<file path="src/common/adc_hs_pkg.sv">
`default_nettype none
package adc_hs_pkg;
  localparam int unsigned CLK_PERIOD_NS = 40;
  localparam int unsigned RES_W = 12;
  localparam int unsigned FIFO_DEPTH = 4;
  // Conversion time, longest printed figure
  localparam int unsigned T_CONV_NS = 283;
  localparam int unsigned CONV_CYC = (T_CONV_NS + CLK_PERIOD_NS - 1) / CLK_PERIOD_NS;
  // Busy must fall within 20 ns of the start edge; longest time rounds down, floor of one
  localparam int unsigned T_BUSY_NS = 20;
  localparam int unsigned BUSY_CYC_RAW = T_BUSY_NS / CLK_PERIOD_NS;
  localparam int unsigned BUSY_CYC = (BUSY_CYC_RAW < 1) ? 1 : BUSY_CYC_RAW;
  // Data access after select falls
  localparam int unsigned T_ACCESS_NS = 45;
  localparam int unsigned ACCESS_CYC_RAW = T_ACCESS_NS / CLK_PERIOD_NS;
  localparam int unsigned ACCESS_CYC = (ACCESS_CYC_RAW < 1) ? 1 : ACCESS_CYC_RAW;
  localparam logic [3:0] CONV_CNT_MAX = 4'(CONV_CYC - 1);
  localparam logic [11:0] RESULT_RST = 12'h000;

  typedef enum logic [1:0] {
    ST_IDLE = 2'b01,
    ST_CONV = 2'b10
  } conv_state_e;

  typedef struct packed {
    logic [RES_W-1:0] code;
  } result_s;
endpackage : adc_hs_pkg
`default_nettype wire

</file>
<file path="src/hdl/sample_fifo.sv">
`timescale 1ns/1ps
`default_nettype none
module sample_fifo #(
  parameter int unsigned WIDTH = 12,
  parameter int unsigned DEPTH = 4
) (
  // Clock and reset
  input wire logic core_clk,
  input wire logic sys_rst,
  // Fill side
  input wire logic in_valid,
  output logic in_ready,
  input wire logic [WIDTH-1:0] in_data,
  // Drain side
  output logic out_valid,
  input wire logic out_ready,
  output logic [WIDTH-1:0] out_data
);
  localparam int unsigned AW = $clog2(DEPTH);
  logic [WIDTH-1:0] mem [DEPTH];
  logic [AW-1:0] wr_ptr_ff;
  logic [AW-1:0] rd_ptr_ff;
  logic [AW:0] count_ff;
  wire push = in_valid && in_ready;
  wire pop = out_valid && out_ready;
  assign in_ready = (count_ff != (AW+1)'(DEPTH));
  assign out_valid = (count_ff != '0);
  assign out_data = mem[rd_ptr_ff];

  always_ff @(posedge core_clk) begin
    if (push) begin
      mem[wr_ptr_ff] <= in_data;
    end
  end

  always_ff @(posedge core_clk or posedge sys_rst) begin
    if (sys_rst) begin
      wr_ptr_ff <= '0;
      rd_ptr_ff <= '0;
      count_ff <= '0;
    end else begin
      if (push) wr_ptr_ff <= (wr_ptr_ff == AW'(DEPTH - 1)) ? '0 : wr_ptr_ff + 1'b1;
      if (pop) rd_ptr_ff <= (rd_ptr_ff == AW'(DEPTH - 1)) ? '0 : rd_ptr_ff + 1'b1;
      count_ff <= count_ff + (AW+1)'(push) - (AW+1)'(pop);
    end
  end
endmodule : sample_fifo
`default_nettype wire

</file>
<file path="src/hdl/sar_adc_conversion_handshake.sv">
// Notes on behaviour
// - A high-to-low transition on conv_start_n starts a new conversion.
// - Start edges count only while select_n is low; the host asserts select first.
// - busy_n is low while a conversion runs and returns high when it ends.
// - busy_n falls no later than 20 ns after the start edge; here it falls on the fifth clock edge after the pin edge.
// - The result is valid on the bus at the busy_n rising edge, within 25 ns.
// - Valid data appears on result_bus within 45 ns of select_n falling; here the enables turn on at the fifth clock edge after it.
// - All twelve result_bus outputs are released whenever select_n is high.
// - Each result is a 12-bit parallel word, bit 11 the most significant.
// - Results are two's complement, bipolar zero toggling between all zeros and all ones; here bits 3 to 0 stay zero, so the negative side reads 0xFF0.
// - A running conversion ignores further start requests and cannot be restarted.
// - At the end of conversion the SAR word loads the output latch; only bits 11 to 4 get a trial, bits 3 to 0 stay zero.
`timescale 1ns/1ps
`default_nettype none
module sar_adc_conversion_handshake
  import adc_hs_pkg::*;
(
  // Clock and reset
  input wire logic core_clk,
  input wire logic sys_rst,
  // Host control pins
  input wire logic select_n,
  input wire logic conv_start_n,
  // Converter core: comparator decision per bit trial, and sampled analog hold
  input wire logic comp_above,
  output logic sample_hold_ff,
  // Status and data pins
  output logic busy_n_ff,
  output logic [RES_W-1:0] result_bus_ff,
  output logic [RES_W-1:0] result_bus_oe_ff,
  // Completed words stream, drained by the surrounding system
  output logic word_valid_ff,
  input wire logic word_ready,
  output logic [RES_W-1:0] word_data_ff
);
  // Pin synchronisers: three stages, change accepted when stages 2 and 3 agree
  logic [2:0] sel_sync_ff;
  logic [2:0] cst_sync_ff;
  logic sel_n_ff;
  logic cst_n_ff;
  logic cst_n_prev_ff;

  wire sel_agree = (sel_sync_ff[1] == sel_sync_ff[2]);
  wire cst_agree = (cst_sync_ff[1] == cst_sync_ff[2]);
  wire nxt_sel_n = sel_agree ? sel_sync_ff[2] : sel_n_ff;
  wire nxt_cst_n = cst_agree ? cst_sync_ff[2] : cst_n_ff;

  always_ff @(posedge core_clk or posedge sys_rst) begin
    if (sys_rst) begin
      sel_sync_ff <= 3'h7;
      cst_sync_ff <= 3'h7;
      sel_n_ff <= 1'b1;
      cst_n_ff <= 1'b1;
      cst_n_prev_ff <= 1'b1;
    end else begin
      sel_sync_ff <= {sel_sync_ff[1:0], select_n};
      cst_sync_ff <= {cst_sync_ff[1:0], conv_start_n};
      sel_n_ff <= nxt_sel_n;
      cst_n_ff <= nxt_cst_n;
      cst_n_prev_ff <= cst_n_ff;
    end
  end

  // Start edge detection, gated by select
  wire start_edge = cst_n_prev_ff && !cst_n_ff;
  wire start_ok = start_edge && !sel_n_ff;

  // Conversion sequencer
  conv_state_e state_ff;
  conv_state_e nxt_state;
  logic [3:0] conv_cnt_ff;
  logic [RES_W-1:0] sar_ff;
  logic [RES_W-1:0] trial_ff;
  logic [RES_W-1:0] latch_ff;

  wire in_idle = (state_ff == ST_IDLE);
  wire in_conv = (state_ff == ST_CONV);
  wire conv_done = in_conv && (conv_cnt_ff == CONV_CNT_MAX);
  wire bit_step = in_conv && (trial_ff != '0);
  // Trial bit kept if comparator says input lies above the DAC level; MSB trial is sign
  wire [RES_W-1:0] sar_keep = comp_above ? sar_ff : (sar_ff & ~trial_ff);
  wire [RES_W-1:0] sar_next_trial = sar_keep | (trial_ff >> 1);
  // Offset-binary SAR word to two's complement by inverting the MSB
  wire [RES_W-1:0] sar_final = bit_step ? sar_keep : sar_ff;
  wire [RES_W-1:0] twos_word = {~sar_final[RES_W-1], sar_final[RES_W-2:0]};

  always_comb begin
    nxt_state = state_ff;
    case (state_ff)
      ST_IDLE: begin
        if (start_ok) nxt_state = ST_CONV;
      end
      ST_CONV: begin
        if (conv_done) nxt_state = ST_IDLE;
      end
      default: nxt_state = ST_IDLE;
    endcase
  end

  always_ff @(posedge core_clk or posedge sys_rst) begin
    if (sys_rst) begin
      state_ff <= ST_IDLE;
      conv_cnt_ff <= 4'h0;
      sar_ff <= 12'h000;
      trial_ff <= 12'h000;
    end else begin
      state_ff <= nxt_state;
      if (in_idle && start_ok) begin
        conv_cnt_ff <= 4'h0;
        sar_ff <= 12'h800;
        trial_ff <= 12'h800;
      end else if (in_conv) begin
        conv_cnt_ff <= conv_cnt_ff + 4'h1;
        if (bit_step) begin
          sar_ff <= sar_next_trial;
          trial_ff <= trial_ff >> 1;
        end
      end
    end
  end

  // Output latch and status
  wire load_latch = conv_done;
  wire [RES_W-1:0] nxt_latch = load_latch ? twos_word : latch_ff;

  // Stream of completed words into the FIFO; a full FIFO drops nothing from the pins
  logic fifo_in_ready;
  logic fifo_out_valid;
  logic [RES_W-1:0] fifo_out_data;
  wire drain = word_valid_ff && word_ready;
  wire fill_out = fifo_out_valid && (!word_valid_ff || drain);

  always_ff @(posedge core_clk or posedge sys_rst) begin
    if (sys_rst) begin
      latch_ff <= RESULT_RST;
      busy_n_ff <= 1'b1;
      sample_hold_ff <= 1'b0;
      result_bus_ff <= RESULT_RST;
      result_bus_oe_ff <= 12'h000;
      word_valid_ff <= 1'b0;
      word_data_ff <= RESULT_RST;
    end else begin
      latch_ff <= nxt_latch;
      busy_n_ff <= !(nxt_state == ST_CONV);
      sample_hold_ff <= (nxt_state == ST_CONV);
      result_bus_ff <= nxt_latch;
      result_bus_oe_ff <= {RES_W{!sel_n_ff}};
      if (fill_out) begin
        word_valid_ff <= 1'b1;
        word_data_ff <= fifo_out_data;
      end else if (drain) begin
        word_valid_ff <= 1'b0;
      end
    end
  end

  sample_fifo #(
    .WIDTH(RES_W),
    .DEPTH(FIFO_DEPTH)
  ) sample_fifo_inst (
    .core_clk(core_clk),
    .sys_rst(sys_rst),
    .in_valid(load_latch),
    .in_ready(fifo_in_ready),
    .in_data(twos_word),
    .out_valid(fifo_out_valid),
    .out_ready(!word_valid_ff || drain),
    .out_data(fifo_out_data)
  );

  // Stream overflow: a word finished while the FIFO is full is lost to the stream only
  logic overflow_ff;
  always_ff @(posedge core_clk or posedge sys_rst) begin
    if (sys_rst) begin
      overflow_ff <= 1'b0;
    end else if (load_latch && !fifo_in_ready) begin
      overflow_ff <= 1'b1;
    end
  end
  wire unused_ok = overflow_ff;
endmodule : sar_adc_conversion_handshake
`default_nettype wire

</file>
<file path="config.mk">
export PLATFORM = sky130hd
export DESIGN_NAME = sar_adc_conversion_handshake
export DESIGN_NICKNAME = d
export VERILOG_FILES = /design/src/common/adc_hs_pkg.sv /design/src/hdl/sample_fifo.sv /design/src/hdl/sar_adc_conversion_handshake.sv
export SDC_FILE = /design/constraint.sdc
export NUM_CORES = 1
export LEC_CHECK = 0
export BUFFER_PORTS_ARGS = -buffer_cell sky130_fd_sc_hd__buf_2
export CORE_MARGIN = 4
export CORE_UTILIZATION = 60
export DETAILED_ROUTE_END_ITERATION = 6
export MAX_ROUTING_LAYER = met4
export PLACE_DENSITY = 0.77
export SLEW_MARGIN = 20
export SYNTH_ARGS = -nofsm -noshare
export SYNTH_HDL_FRONTEND = slang
export SYNTH_SLANG_ARGS = --single-unit
</file>
<file path="constraint.sdc">
create_clock -name core_clk -period 6.1 [get_ports core_clk]
set_clock_uncertainty 0.15 [all_clocks]
set_input_delay 0.915 -clock core_clk [delete_from_list [all_inputs] [get_ports core_clk]]
set_output_delay 0.915 -clock core_clk [all_outputs]
set_load 0.02 [all_outputs]
</file>
## After elaboration in Yosys (flattened, before gate mapping)

Memory sizes are Yosys's and may differ from the RTL's. A register that Yosys moved wholly into a read port is not among the register bits.
Index checks and enable logic that the tools add are counted.

| cells by class | value |
|---|---|
| reduce and logical (&&, ||, !) cells | 19 |
| bitwise logic cells | 4 |
| equality and inequality tests | 9 |
| add/sub/neg operators | 5 |
| multiplexer cells | 19 |

Operators with widths:

| cell | count |
|---|---|
| 2-to-1 mux 12 bit | 8 |
| bitwise AND 12 bit | 1 |
| NOT 12 bit | 1 |
| OR 12 x 11 -> 12 bit | 1 |
| nonzero test 12 bit | 1 |
| == test 2 bit (second input constant) | 4 |
| logical AND 1 bit | 8 |
| 2-to-1 mux 2 bit | 4 |
| 2-to-1 mux 4 bit | 2 |
| nonzero test 2 bit | 3 |
| adder 2 x 1 -> 2 bit (second input constant) | 2 |
| adder 4 x 1 -> 4 bit (second input constant) | 1 |
| == test 4 x 3 -> 1 bit (second input constant) | 1 |
| zero test 1 bit | 4 |
| 2-to-1 mux 1 bit | 4 |
| case mux 2 bit (2 select lines) | 1 |
| adder 3 x 1 -> 3 bit | 1 |
| != test 3 bit (second input constant) | 1 |
| nonzero test 3 bit | 1 |
| subtractor 3 x 1 -> 3 bit | 1 |
| == test 1 bit | 2 |
| == test 2 x 1 -> 1 bit (second input constant) | 1 |
| AND reduction 2 bit | 1 |
| logical OR 1 bit | 1 |
| NOT 1 bit | 1 |

| word-level totals | value |
|---|---|
| output and inout port bits | 39 |
| logic and storage cells | 74 |
| flip-flop bits (word level) | 62 |
| RAM bits | 48 |
| memories | 1 |

Memory list:

| memory | depth | width | rd ports | clocked after memory_dff | write ports | RTL line | text |
|---|---|---|---|---|---|---|---|
| sample_fifo_inst.mem | 4 | 12 | 1 | 1 | 1 | sample_fifo.sv:20 | `logic [WIDTH-1:0] mem [DEPTH];` |

## Depth between registers and ports, before layout

| depth | value |
|---|---|
| depth after elaboration | 7 |
| mapped depth | 10 |
| depth with buffers taken out | 9 |

## Cells and area by module

A second synthesis with hierarchy kept.

| second synthesis, totals | value |
|---|---|
| cell total of the unflattened synthesis | 343 |
| area total of the unflattened synthesis | 4941.0 um^2 |

By module, submodules not included:

| module | cells an instance | times used | area an instance (um^2) |
|---|---|---|---|
| sar_adc_conversion_handshake | 241 | 1 | 2760.1 |
| sample_fifo | 102 | 1 | 2180.8 |

## Worst setup path after synthesis

No wires, ideal clock.

| timing path | value |
|---|---|
| path kind | input port to flip-flop |
| start | in word_ready |
| end | reg sample_fifo_inst.count_ff[2] |
| slack | 3.303 ns |
| stages on the path | 10 |
| data arrival time | 2.522 ns |
| library setup time | 0.125 ns |
| cell sequence | inv_1 -> a21oi_2 -> buf_2 -> ha_1 -> inv_1 -> ha_1 -> inv_1 -> fa_1 -> xnor2_1 -> xnor2_1 |

| on the way | value |
|---|---|
| cells in the longest elaborated chain, start to end | 4 |

RTL lines:

| item | RTL line | text |
|---|---|---|
| start, declared | sar_adc_conversion_handshake.sv:33 | `input wire logic word_ready,` |
| logical AND 1 bit | sar_adc_conversion_handshake.sv:130 | `wire drain = word_valid_ff && word_ready;` |
| logical OR 1 bit | -- |  |
| logical AND 1 bit | -- |  |
| via fill_out | sar_adc_conversion_handshake.sv:131 | `wire fill_out = fifo_out_valid && (!word_valid_ff \|\| drain);` |
| subtractor 3 x 1 -> 3 bit | sample_fifo.sv:44 | `count_ff <= count_ff + (AW+1)'(push) - (AW+1)'(pop);` |
| end signal, assigned | sample_fifo.sv:44 |  |
| end, declared | sample_fifo.sv:23 | `logic [AW:0] count_ff;` |

The timed path passes the listed nets, and every way through them passes these cells.
A chain may end at the register's enable or synchronous reset.

## Worst setup path after layout

| timing path | value |
|---|---|
| start | reg state_ff[0] |
| end | reg sample_fifo_inst.count_ff[2] |

| on the way | value |
|---|---|
| cells in the longest elaborated chain, start to end | 5 |

RTL lines:

| item | RTL line | text |
|---|---|---|
| start, declared | sar_adc_conversion_handshake.sv:69 | `conv_state_e state_ff;` |
| start signal, assigned | sar_adc_conversion_handshake.sv:107 | `state_ff <= nxt_state;` |
| == test 2 bit | sar_adc_conversion_handshake.sv:77 | `wire in_conv = (state_ff == ST_CONV);` |
| logical AND 1 bit | sar_adc_conversion_handshake.sv:78 | `wire conv_done = in_conv && (conv_cnt_ff == CONV_CNT_MAX);` |
| logical AND 1 bit | sample_fifo.sv:24 | `wire push = in_valid && in_ready;` |
| via sample_fifo_inst.push | sample_fifo.sv:24 |  |
| adder 3 x 1 -> 3 bit | sample_fifo.sv:44 |  |
| subtractor 3 x 1 -> 3 bit | sample_fifo.sv:44 |  |

The timed path passes the listed nets, and every way through them passes these cells.

==> out/results.tsv <==
stage	metric	value	unit
run_status	status	complete, no violations	
clock_tree	clock_latency	0.50	ns
synthesis	yosys.area.top_type	dfrtp_1	
synthesis	synthTopCellsByCount	dfrtp_1, edfxtp_1, inv_1	
timing	hold_viol_final	0	
setup_path	startpoint	state_ff[0]$_DFF_PP1_	
timing	tightest_slew	0.9020	ns
clock_tree	htree_levels	4	
clock_tree	clk_path_buf_depth	2	
synthesis	synth_nets	357	
setup_path	arrival	3.59	ns
setup_path	cp-start-kind	register	
flow_run	cap_violations	0	
die	core	7848	µm²
finish	final_cell_area	5718	µm²
timing	slew_viol_final	0	
timing	relSlewSlack	39.87	%
hold_path	holdCritStartpoint	cst_sync_ff[0]$_DFF_PP1_	
detailed_routing	antenna_left	0	
placement	place_ws	2.746	ns
grt	grt_first_pass_wirelength	14640	µm
synthesis	synth_seq_cells	122	
synthesis	syn-cell-area	4910	µm²
finish	fillers	510	
synthesis	synth_compound_area_share	7.492	%
timing	setup_violations	0	
finish	nets	397	
setup_path	cp_max_fo	26	
setup_path	criticalPathCategory	register to register	
placement	dpl_cell_area	5122	µm²
placement	numPortBuffers	44	
timing	setup-tns-final	0	ns
synthesis	muxShareOfSynthArea	9.608	%
synthesis	syn_area_per_cell	14.44	µm²
synthesis	yosysSeqAreaShare	67.35	%
grt	grt_max_degree	75	
synthesis	yosysTopAreaCellShare	32.11	%
die	ios	45	
grt	use_met1	25.37	%
finish	diodes	0	
detailed_routing	via_count	2734	
detailed_routing	drt_iter0_drc	111	
synthesis	synth_simple_gate_area_share	5.632	%
setup_path	r2r-start	state_ff[0]$_DFF_PP1_	
placement	dp.final_hpwl	5372	µm
synthesis	ys_warn_count	0	
synthesis	synth-xor-area-share	0.8919	%
grt	use_met3	6.299	%
timing	period_minus_slack	3.359	ns
clock_tree	cts_tree	built	
clock_tree	clkSinkCount	122	
synthesis	synthArstFlopShare	60.66	%
finish	fin_util	72.86	%
timing	post-route-period-util	55.06	%
power_and_ir_drop	cellLeakagePower	2.439	nW
die	die_area	9694	µm²
clock_tree	cts_hold_buf	0	
clock_tree	postCtsSetupBuffers	0	
die	dieWidth	98.46	µm
die	die_y	98.46	µm
hold_path	hp-class	register to register	
power_and_ir_drop	powerDensity	453.5	nW/µm²
detailed_routing	dr.pass1.iters	4	
synthesis	synth.most_common_cell	dfrtp_1	
synthesis	yosys.area_share.adder	3.364	%
synthesis	synth_cell_types	38	
synthesis	netlist_instances	340	
setup_path	endpoint_kind	register	
detailed_routing	wl_per_cell	17.40	µm
finish	syn_to_final_growth	16.46	%
grt	gr-usage-met2	31.93	%
clock_tree	path_clk_slew	0.06	ns
grt	overflow	0	
clock_tree	post_cts_resized	0	
placement	gp_congestion	0.7949	
grt	grt_pass1_vias	2893	
synthesis	synth_top_family_by_area	multiplexers	
synthesis	synth-edff-count	48	
synthesis	synthTopCellsByArea	dfrtp_1, edfxtp_1, dfstp_2, mux4_2, mux2_2	
detailed_routing	wl	8613	µm
power_and_ir_drop	power	0.002593	W
setup_path	cp_data_required_time	6.33	ns
grt	antenna_found_initial	0	
synthesis	synth-main-ff-cell	dfrtp_1	
timing	timing.final.ws_setup	2.741	ns
power_and_ir_drop	ir_drop	0.2537	mV
timing	fmax	297.7	MHz
finish	drive_gt1_share	31.55	%
clock_tree	numCtsBuffers	17	
detailed_routing	drc	0	
detailed_routing	via_per_inst	5.523	
die	initial_core_util	62.56	%
die	rows	32	
grt	track_usage	20.19	%
grt	grt_busiest_layer	met2	
clock_tree	root_buffer	clkbuf_8	
timing	grt_setup_unrepaired	false	
-- kinds of logic (layout without fill, tap and decap cells) --
group | Yosys count | after routing
xor+xnor | 5 | 5
buf+inv | 60 | 113
compound gates | 56 | 56
mux | 30 | 30
flops | 122 | 122
simple gates | 54 | 54
fa+ha+maj | 13 | 13
-- per-stage QoR --
stage                     cells  hold WS (ns)
final                       495        0.2049
after global routing        495        0.2105
after CTS                   495        0.2052
after detailed placement    463        0.1975
after global placement      463        0.1997
after floorplan             340        0.1952
-- sequential cells by signal, indices dropped and copies added (netlist names) --
register and count:
cst_n_prev_ff 1, state_ff 2, cst_sync_ff 3, sel_n_ff 1
sample_fifo_inst.mem 48, cst_n_ff 1, sample_fifo_inst.wr_ptr_ff 2, conv_cnt_ff 4
sar_ff 12, sample_fifo_inst.rd_ptr_ff 2, word_data_ff 12, busy_n_ff 1
latch_ff 12, sel_sync_ff 3, trial_ff 12, result_bus_oe_ff 1
sample_hold_ff 1, sample_fifo_inst.count_ff 3, word_valid_ff 1
-- layout by cell type (no fill, tap or decap), types with 2 or more instances in the layout --
cell,n
and2_1,5
clkbuf_16,18
mux4_2,12
a21oi_1,9
xnor2_1,3
buf_2,44
ha_1,10
nand2_1,31
clkinvlp_4,2
dfrtp_1,63
xor2_1,2
clkinv_2,6
nor2_1,7
inv_1,35
clkbuf_8,2
edfxtp_1,48
maj3_1,2
mux2_2,17
o21ai_0,27
o32ai_1,14
or4_4,2
dfstp_2,11
bufinv_16,2
-- worst max-delay path, cell delays in order, from the launching register on --
cell	delay, ns
dfstp_2	0.38
inv_1	0.07
ha_1	0.48
nand4b_2	0.63
a21oi_1	0.61
ha_1	0.24
inv_1	0.05
fa_1	0.37
xnor2_1	0.14
xnor2_1	0.12
-- layer usage --
metal | share of wire [%] | routed length (µm) | vias up
met5 | 0 | 0 | -
met3 | 4.4 | 381 | 8
met1 | 43 | 3675 | 1381
met2 | 52 | 4476 | 60
met4 | 0.93 | 80 | 0
li1 | - | - | 1285
-- power by group --
part           internal [W]  switching, W  leakage, nW  total [W]
logic              0.000238      0.000289        0.828   0.000527
clock network      0.000634      0.000340        0.294   0.000974
registers          0.000992      0.000100         1.32    0.00109
total               0.00186      0.000729         2.44    0.00259
-- path summary, 6_finish.rpt --
check                                                               to  slack (ns)  cells after the start
worst max-delay path            sample_fifo_inst.count_ff[2]$_DFF_PP0_        2.74                      9
worst max register to register  sample_fifo_inst.count_ff[2]$_DFF_PP0_        2.74                      9
min in group asynchronous                        sar_ff[0]$_DFFE_PP0P_        0.52                      3
max in group asynchronous                  word_data_ff[6]$_DFFE_PP0P_        4.68                      3
worst min-delay path                          cst_sync_ff[1]$_DFF_PP1_        0.20                      0
worst min register to register                cst_sync_ff[1]$_DFF_PP1_        0.20                      0
-- area by class of cell --
cell class / instances / area [µm²] / share of cell area [%]
tap: 102 / 127.6 / 2.232
sequential: 122 / 3307 / 57.83
inverter: 36 / 135.1 / 2.363
clock buffer: 20 / 478.0 / 8.359
timing repair buffer: 45 / 227.7 / 3.982
multi-input combinational: 158 / 1325 / 23.17
clock inverter: 12 / 117.6 / 2.057
Power figures use the tool's default switching activity.
